**src/design/tip_pkg.sv**
```systemverilog
// Constants, register map and state codes for the interval and PWM timer
package tip_pkg;

  // Register byte addresses
  localparam logic [15:0] ADDR_PORT0_LATCH = 16'hff00;
  localparam logic [15:0] ADDR_PORT3_LATCH = 16'hff03;
  localparam logic [15:0] ADDR_PORT0_DIR   = 16'hff20;
  localparam logic [15:0] ADDR_PORT3_DIR   = 16'hff23;
  localparam logic [15:0] ADDR_MODE        = 16'hff6c;
  localparam logic [15:0] ADDR_PERIOD      = 16'hff70;
  localparam logic [15:0] ADDR_DUTY        = 16'hff71;
  localparam logic [15:0] ADDR_COUNT       = 16'hff72;

  // Values after reset
  localparam logic [7:0] RST_DIR   = 8'hff;
  localparam logic [7:0] RST_LATCH = 8'h00;
  localparam logic [7:0] RST_MODE  = 8'h00;
  localparam logic [7:0] RST_CMP   = 8'h00;

  // Mode register field positions
  localparam int MODE_RUN_BIT = 7;
  localparam int MODE_CKS_HI  = 6;
  localparam int MODE_CKS_LO  = 4;
  localparam int MODE_MD_HI   = 3;
  localparam int MODE_MD_LO   = 2;
  localparam int MODE_LEV_BIT = 1;
  localparam int MODE_OEN_BIT = 0;

  // Operating modes
  localparam logic [1:0] MD_INTERVAL = 2'h0;
  localparam logic [1:0] MD_PWM      = 2'h2;

  // Count clock dividers as powers of two of the peripheral clock
  localparam logic [3:0] DIV_SEL0 = 4'h0;
  localparam logic [3:0] DIV_SEL1 = 4'h2;
  localparam logic [3:0] DIV_SEL2 = 4'h4;
  localparam logic [3:0] DIV_SEL3 = 4'h6;
  localparam logic [3:0] DIV_SEL4 = 4'hc;
  localparam logic [3:0] DIV_SEL5 = 4'h6;
  localparam logic [3:0] DIV_SEL6 = 4'hf;
  localparam logic [3:0] DIV_SEL7 = 4'h0;
  localparam int         PRE_W    = 15;

  // Count clocks a new duty value must wait before transfer
  localparam logic [1:0] DUTY_XFER_TICKS = 2'h3;

  typedef enum logic [2:0] {
    TIP_IDLE = 3'b001,
    TIP_SKIP = 3'b010,
    TIP_RUN  = 3'b100
  } tip_state_t;

endpackage

```
**src/design/tip_timer.sv**
```systemverilog
// Interval and PWM timer with its compare, mode and port registers
`timescale 1ns/1ps

// Summary of operation
// - Interval mode: period match raises interrupt and clears counter to zero.
// - Interval mode ignores duty compare; no match, no output change.
// - Output enable set in interval mode gives 50% square wave.
// - Interval between interrupts is period value plus one count clocks.
// - Counting starts within one count clock after run bit set.
// - Period match clears counter, inverts output if output enable set, pulses interrupt.
// - Stopping in interval mode returns interrupt and output to default.
// - New duty value written while PWM runs waits three count clocks, then takes effect at the next old-duty match; stopped, it takes effect at once.
// - PWM period match clears, interrupts, goes active, compares duty next.
// - PWM duty match goes inactive, compares period next, no clear.
// - PWM period is N plus one, active width M plus one clocks.
// - PWM start skips first count clock; output inactive until period match.
// - Stopping PWM clears interrupt and forces output inactive.
// - Direction bit zero drives the pin, one releases it; reset ones.
// - Run bit clear stops and zeroes counter; set starts counting.
// - Level bit gives default output level; PWM active is opposite.
// - Duty write in PWM is latched, moved in at first old-duty match after three count clocks.
module tip_timer (
  input  wire logic        clock,
  input  wire logic        nrst,
  input  wire logic [15:0] bus_addr,
  input  wire logic        bus_wr,
  input  wire logic        bus_rd,
  input  wire logic [7:0]  bus_wdata,
  output logic      [7:0]  bus_rdata,
  output logic             match_interrupt,
  output logic             timer_output_pin,
  output logic      [7:0]  port0_out,
  output logic      [7:0]  port0_oe,
  output logic      [7:0]  port3_out,
  output logic      [7:0]  port3_oe
);

  tip_pkg::tip_state_t st_r, st_nxt;
  logic [7:0]  mode_r, mode_nxt;
  logic [7:0]  period_r, period_nxt;
  logic [7:0]  duty_eff_r, duty_eff_nxt;
  logic [7:0]  duty_latch_r, duty_latch_nxt;
  logic        pending_r, pending_nxt;
  logic [1:0]  age_r, age_nxt;
  logic [7:0]  cnt_r, cnt_nxt;
  logic        duty_ph_r, duty_ph_nxt;
  logic        tout_r, tout_nxt;
  logic        irq_r, irq_nxt;
  logic [7:0]  port0_dir_r, port0_dir_nxt;
  logic [7:0]  port3_dir_r, port3_dir_nxt;
  logic [7:0]  port0_latch_r, port0_latch_nxt;
  logic [7:0]  port3_latch_r, port3_latch_nxt;
  logic [7:0]  rdata_r, rdata_nxt;
  logic [tip_pkg::PRE_W-1:0] pre_r;
  logic [tip_pkg::PRE_W-1:0] pre_nxt;
  logic [tip_pkg::PRE_W-1:0] pre_mask;
  logic [3:0]  div_sh;
  logic        tick;
  logic        run_bit;
  logic        pwm_mode;
  logic        lev;
  logic        oen;
  logic [7:0]  target;
  logic        match;
  logic        pwm_running;

  assign run_bit  = mode_r[tip_pkg::MODE_RUN_BIT];
  assign pwm_mode = mode_r[tip_pkg::MODE_MD_HI:tip_pkg::MODE_MD_LO]
                    == tip_pkg::MD_PWM;
  assign lev      = mode_r[tip_pkg::MODE_LEV_BIT];
  assign oen      = mode_r[tip_pkg::MODE_OEN_BIT];
  // Interval mode never looks at the duty value
  // duty ignored here
  assign target   = (pwm_mode && duty_ph_r) ? duty_eff_r : period_r;
  assign match    = (cnt_r == target);
  assign pwm_running = (st_r == tip_pkg::TIP_RUN) && pwm_mode;

  // Prescaler: free running, tick when the selected low bits are all ones
  always_comb begin
    case (mode_r[tip_pkg::MODE_CKS_HI:tip_pkg::MODE_CKS_LO])
      3'h0:    div_sh = tip_pkg::DIV_SEL0;
      3'h1:    div_sh = tip_pkg::DIV_SEL1;
      3'h2:    div_sh = tip_pkg::DIV_SEL2;
      3'h3:    div_sh = tip_pkg::DIV_SEL3;
      3'h4:    div_sh = tip_pkg::DIV_SEL4;
      3'h5:    div_sh = tip_pkg::DIV_SEL5;
      3'h6:    div_sh = tip_pkg::DIV_SEL6;
      default: div_sh = tip_pkg::DIV_SEL7;
    endcase
    pre_mask = ~({tip_pkg::PRE_W{1'b1}} << div_sh);
    tick     = (pre_r & pre_mask) == pre_mask;
    pre_nxt  = pre_r + 1'b1;
  end

  // Counter, compare phase, output level and interrupt
  always_comb begin
    st_nxt      = st_r;
    cnt_nxt     = cnt_r;
    duty_ph_nxt = duty_ph_r;
    tout_nxt    = tout_r;
    irq_nxt     = 1'b0;               // Interrupt is a one-cycle pulse
    case (st_r)
      tip_pkg::TIP_IDLE: begin
        cnt_nxt     = 8'h00;
        duty_ph_nxt = 1'b0;
        tout_nxt    = lev;
        if (run_bit) begin
          st_nxt = pwm_mode ? tip_pkg::TIP_SKIP : tip_pkg::TIP_RUN;
        end
      end
      tip_pkg::TIP_SKIP: begin
        if (!run_bit) begin
          st_nxt = tip_pkg::TIP_IDLE;
        end else if (tick) begin
          st_nxt = tip_pkg::TIP_RUN;
        end
      end
      tip_pkg::TIP_RUN: begin
        if (!run_bit) begin
          st_nxt      = tip_pkg::TIP_IDLE;
          cnt_nxt     = 8'h00;
          duty_ph_nxt = 1'b0;
          tout_nxt    = lev;
        end else if (tick) begin
          if (!pwm_mode) begin
            if (match) begin
              cnt_nxt = 8'h00;
              irq_nxt = 1'b1;
              if (oen) begin
                tout_nxt = ~tout_r;
              end
            end else begin
              cnt_nxt = cnt_r + 8'h01;
            end
          end else if (!duty_ph_r) begin
            if (match) begin
              cnt_nxt     = 8'h00;
              irq_nxt     = 1'b1;
              tout_nxt    = ~lev;
              duty_ph_nxt = 1'b1;
            end else begin
              cnt_nxt = cnt_r + 8'h01;
            end
          end else begin
            cnt_nxt = cnt_r + 8'h01;
            if (match) begin
              tout_nxt    = lev;
              duty_ph_nxt = 1'b0;
            end
          end
        end
      end
      default: st_nxt = tip_pkg::TIP_IDLE;
    endcase
  end

  // Software registers; duty written while PWM runs waits in a latch
  always_comb begin
    mode_nxt        = mode_r;
    period_nxt      = period_r;
    duty_eff_nxt    = duty_eff_r;
    duty_latch_nxt  = duty_latch_r;
    pending_nxt     = pending_r;
    age_nxt         = age_r;
    port0_dir_nxt   = port0_dir_r;
    port3_dir_nxt   = port3_dir_r;
    port0_latch_nxt = port0_latch_r;
    port3_latch_nxt = port3_latch_r;
    if (tick && age_r != tip_pkg::DUTY_XFER_TICKS) begin
      age_nxt = age_r + 2'h1;
    end
    // transfer at old-duty match after three ticks
    if (pwm_running && tick && duty_ph_r && match && pending_r
        && age_r == tip_pkg::DUTY_XFER_TICKS) begin
      duty_eff_nxt = duty_latch_r;
      pending_nxt  = 1'b0;
    end
    // Writes come last so a write in the transfer cycle is not lost
    if (bus_wr) begin
      if (bus_addr == tip_pkg::ADDR_MODE) begin
        mode_nxt = bus_wdata;
      end else if (bus_addr == tip_pkg::ADDR_PERIOD) begin
        period_nxt = bus_wdata;
      end else if (bus_addr == tip_pkg::ADDR_DUTY) begin
        duty_latch_nxt = bus_wdata;
        if (st_r != tip_pkg::TIP_IDLE && pwm_mode) begin
          pending_nxt = 1'b1;
          age_nxt     = 2'h0;
        end else begin
          duty_eff_nxt = bus_wdata;
          pending_nxt  = 1'b0;
        end
      end else if (bus_addr == tip_pkg::ADDR_PORT0_DIR) begin
        port0_dir_nxt = bus_wdata;
      end else if (bus_addr == tip_pkg::ADDR_PORT3_DIR) begin
        port3_dir_nxt = bus_wdata;
      end else if (bus_addr == tip_pkg::ADDR_PORT0_LATCH) begin
        port0_latch_nxt = bus_wdata;
      end else if (bus_addr == tip_pkg::ADDR_PORT3_LATCH) begin
        port3_latch_nxt = bus_wdata;
      end
    end
  end

  // Read data, registered; unmapped addresses read zero
  always_comb begin
    rdata_nxt = rdata_r;
    if (bus_rd) begin
      if (bus_addr == tip_pkg::ADDR_MODE) begin
        rdata_nxt = mode_r;
      end else if (bus_addr == tip_pkg::ADDR_PERIOD) begin
        rdata_nxt = period_r;
      end else if (bus_addr == tip_pkg::ADDR_DUTY) begin
        rdata_nxt = duty_latch_r;
      end else if (bus_addr == tip_pkg::ADDR_COUNT) begin
        rdata_nxt = cnt_r;
      end else if (bus_addr == tip_pkg::ADDR_PORT0_DIR) begin
        rdata_nxt = port0_dir_r;
      end else if (bus_addr == tip_pkg::ADDR_PORT3_DIR) begin
        rdata_nxt = port3_dir_r;
      end else if (bus_addr == tip_pkg::ADDR_PORT0_LATCH) begin
        rdata_nxt = port0_latch_r;
      end else if (bus_addr == tip_pkg::ADDR_PORT3_LATCH) begin
        rdata_nxt = port3_latch_r;
      end else begin
        rdata_nxt = 8'h00;
      end
    end
  end

  // State registers
  always_ff @(posedge clock or negedge nrst) begin
    if (!nrst) begin
      st_r          <= tip_pkg::TIP_IDLE;
      pre_r         <= '0;
      mode_r        <= tip_pkg::RST_MODE;
      period_r      <= tip_pkg::RST_CMP;
      duty_eff_r    <= tip_pkg::RST_CMP;
      duty_latch_r  <= tip_pkg::RST_CMP;
      pending_r     <= 1'b0;
      age_r         <= 2'h0;
      cnt_r         <= 8'h00;
      duty_ph_r     <= 1'b0;
      tout_r        <= 1'b0;
      irq_r         <= 1'b0;
      port0_dir_r   <= tip_pkg::RST_DIR;
      port3_dir_r   <= tip_pkg::RST_DIR;
      port0_latch_r <= tip_pkg::RST_LATCH;
      port3_latch_r <= tip_pkg::RST_LATCH;
      rdata_r       <= 8'h00;
      port0_out     <= 8'h00;
      port3_out     <= 8'h00;
      port0_oe      <= 8'h00;
      port3_oe      <= 8'h00;
    end else begin
      st_r          <= st_nxt;
      pre_r         <= pre_nxt;
      mode_r        <= mode_nxt;
      period_r      <= period_nxt;
      duty_eff_r    <= duty_eff_nxt;
      duty_latch_r  <= duty_latch_nxt;
      pending_r     <= pending_nxt;
      age_r         <= age_nxt;
      cnt_r         <= cnt_nxt;
      duty_ph_r     <= duty_ph_nxt;
      tout_r        <= tout_nxt;
      irq_r         <= irq_nxt;
      port0_dir_r   <= port0_dir_nxt;
      port3_dir_r   <= port3_dir_nxt;
      port0_latch_r <= port0_latch_nxt;
      port3_latch_r <= port3_latch_nxt;
      rdata_r       <= rdata_nxt;
      // zero direction drives pin; timer ORed onto pin 0
      port0_out     <= port0_latch_r | {7'h00, tout_r};
      port3_out     <= port3_latch_r | {7'h00, tout_r};
      port0_oe      <= ~port0_dir_r;
      port3_oe      <= ~port3_dir_r;
    end
  end

  assign bus_rdata        = rdata_r;
  assign match_interrupt  = irq_r;
  assign timer_output_pin = tout_r;
endmodule

```
**config.mk**
```make
export PLATFORM = sky130hd
export DESIGN_NAME = tip_timer
export DESIGN_NICKNAME = d
export VERILOG_FILES = /design/src/design/tip_pkg.sv /design/src/design/tip_timer.sv
export SDC_FILE = /design/constraint.sdc
export NUM_CORES = 1
export LEC_CHECK = 0
export ABC_AREA = 1
export BUFFER_PORTS_ARGS = -buffer_cell sky130_fd_sc_hd__clkbuf_2
export CAP_MARGIN = 20
export CORE_MARGIN = 2
export CORE_UTILIZATION = 25
export CTS_CLUSTER_DIAMETER = 40
export DETAILED_ROUTE_END_ITERATION = 8
export GPL_ROUTABILITY_DRIVEN = 0
export PLACE_DENSITY = 0.36
export SLEW_MARGIN = 20
export SYNTH_ARGS = -nofsm -noshare
export SYNTH_HDL_FRONTEND = slang
export SYNTH_SLANG_ARGS = --single-unit
```
**constraint.sdc**
```tcl
create_clock -name clock -period 2.6 [get_ports clock]
set_clock_uncertainty 0.1 [all_clocks]
set_input_delay 0 -clock clock [delete_from_list [all_inputs] [get_ports clock]]
set_output_delay 0 -clock clock [all_outputs]
set_load 0.05 [all_outputs]
```
==> impl_metrics.ini <==
[logic_synthesis]
synthCells = 816
ys_warn_count = 0
synth_seq_cells = 136
syn_area_per_cell_um2 = 8.24
synth-edff-count = 0
synth-main-ff-cell = dfrtp_1
yosysSeqAreaShare_pct = 50.9
synth_area_leaders = dfrtp_1, nand2_1, dfstp_2, nand3_1, inv_1
synthArstFlopShare_pct = 100
synth_nets = 848
synth_top_cell_area_share_pct = 44.3
synth_cell_types = 40
synth_area_leader_cell = dfrtp_1
netlist_area_mm2 = 0.00673

[global_routing]
antenna_found_initial = 1
grt_use_total_pct = 16.0
grt_remaining_overflow = 0
grt_pass1_vias = 5656
grt_max_degree = 50
grt_pass1_wl_mm = 33.9

[finish]
fin_area_mm2 = 0.00821
synthToLayoutAreaGrowth_pct = 22.0
top_register = pre_r
final_layout_size_suffix_gt1_share_pct = 19.1
mostFrequentLayoutCells = nand2_1, dfrtp_1, inv_1
num-nets-final = 944
nFillCells = 2891
largest_reg_flops = 15
layout_commonest_cell = nand2_1

[sta]
worst_pin_slew_ps = 885
timing.final.crit_share_pct = 88.1
setup_tns_ps = 0
rsz0062_at_grt = no
fmax_mhz = 437
setup_violations = 0
hold_violations = 0
fin_crit_ps = 2290
drv_slew = 0
maxSlewHeadroom_pct = 40.6

[drt]
ant_nets = 0
drtIter0Drc = 329
wl_per_cell_um = 17.0
finalWirelength_mm = 21.6
via_per_inst = 4.46
dr.pass1.iters = 5
vias = 5651
drc = 0

[critical_path]
crit_fanout = 15
crit_buf_inv = 1
path_common_cell = nand2_1
cp.required_ps = 2850
cp_slowest_cell = dfrtp_1
cp-end-kind = register
cpPeakStageDelay_ps = 450
crit_path_start_kind = register
cp_top_family = simple AND/OR/NAND/NOR gates
cp_cell_sequence = inv_4 -> nand3_4 -> nand2_1 -> nand2_1 -> nand2_1 -> nand2_1 -> nor2_1 -> nand2_1 -> nor2_4 -> ha_1 -> or2_2 -> o21ai_0
arrival_ps = 2540
crit_type = register to register

[placed_design]
port_buffers = 69
place_area_mm2 = 0.00749
place_hpwl_mm = 16.0

[clocking]
cts-buffers-inserted = 17
clock-sinks = 136
clkLatencyLatePin_ps = 430
root_buffer = clkbuf_16
cts_tree = built
clockBufferDepth = 2
clkSlewWorstSetupHoldPaths_ps = 70
cts_setup_buffers = 0
h-tree-depth = 4

[power]
vdd_drop_max_v = 0.000427
power_leakage_uw = 0.00406
powerDensity_mw_per_mm2 = 607

[floorplan]
initial_core_util_pct = 25.2
die_h_um = 168
ios = 70
coreArea_mm2 = 0.0267
rows = 60
fp.dieW_um = 168
dieArea_mm2 = 0.0282

[flow_run]
cap_violations = 0

[worst_hold_path]
worstHoldPathType = primary input to register

[outcome]
outcome = complete, no violations
## layer usage
metal | up-vias | GRT usage, % | part of all wire, %
li1 | 2841 | - | -
met1 | 2682 | 23.1 | 50
met2 | 109 | 25.0 | 45
met3 | 19 | 2.56 | 3.0
met4 | 0 | 4.31 | 1.2
met5 | - | 0 | 0
## synthesized netlist by cell type (2+ instances only)
cell type,number
a21oi_1,16
buf_2,8
buf_4,4
dfrtp_1,119
dfstp_2,17
ha_1,4
inv_1,95
inv_2,3
nand2_1,246
nand2_2,10
nand2_4,3
nand3_1,84
nand3_2,9
nand4_1,31
nor2_1,43
nor2_2,9
nor2_4,3
nor3_1,10
nor3_4,2
nor4_4,2
o21ai_0,50
o21ai_1,12
o21ai_2,2
or2_2,2
xnor2_1,10
xor2_1,8
## cell families after synthesis
kind of cell / synth area share [%]
XOR/XNOR: 2.34
buffers and inverters: 7.10
AO/OA/AOI/OAI: 6.73
adder cells (fa/ha/maj): 0.744
AND/OR/NAND/NOR: 32.2
flip-flops: 50.9
## worst min-delay path: stages
cell and delay, ps:
clkbuf_2 200, nand2_2 150, nor4_4 110, nand2_2 80, o21ai_2 40
## where the power goes
group	switching, µW	total, µW	internal (µW)
registers	19.5	2170	2150
logic	266	386	120
clock network	1140	2420	1280
total	1420	4980	3550
## what timing repair did
item	CTS	global route
hold endpoints to repair	151	0
hold buffers	14	0
setup endpoints to repair	0	1
gates resized for setup	0	1
## path summary, 6_finish.rpt
kind	from	endpoint	slack (ps)	depth (start not counted)
setup / recovery	mode_r[2]$_DFFE_PN0P_	duty_ph_r$_DFFE_PN0P_	310	12
hold / removal	bus_wr	port0_dir_r[7]$_DFFE_PN1P_	50	5
setup reg to reg	mode_r[2]$_DFFE_PN0P_	duty_ph_r$_DFFE_PN0P_	310	12
hold reg to reg	port0_latch_r[3]$_DFFE_PN0P_	port0_out[3]$_DFF_PN0_	310	0
max in group asynchronous	nrst	cnt_r[1]$_DFFE_PN0P_	650	4
min in group asynchronous	nrst	period_r[6]$_DFFE_PN0P_	500	3
## metrics by stage
step                      instances  power [µW]  setup slack, ps  hold slack, ps  utilization (%)
after CTS                      1266        5050              202            36.1             30.8
final                          1267        4980              310            53.1             30.8
after global placement         1220        2600              278            -120             28.1
after global routing           1267        5200             78.8            69.6             30.8
after detailed placement       1220        2590              190            -120             28.1
after floorplan                 816        2420              504            -396                -
## final cells by class
cell class	count	area [µm²]	area share, %
flip-flops and latches	136	3430	41.7
multi-input cells	565	2830	34.4
repair buffers	92	572	6.97
well taps	341	427	5.20
clock buffers	17	425	5.18
inverters	100	378	4.60
clock inverters	15	151	1.84
diodes	1	2.50	0.0305
No activity file was read; power rests on OpenSTA's default activity.
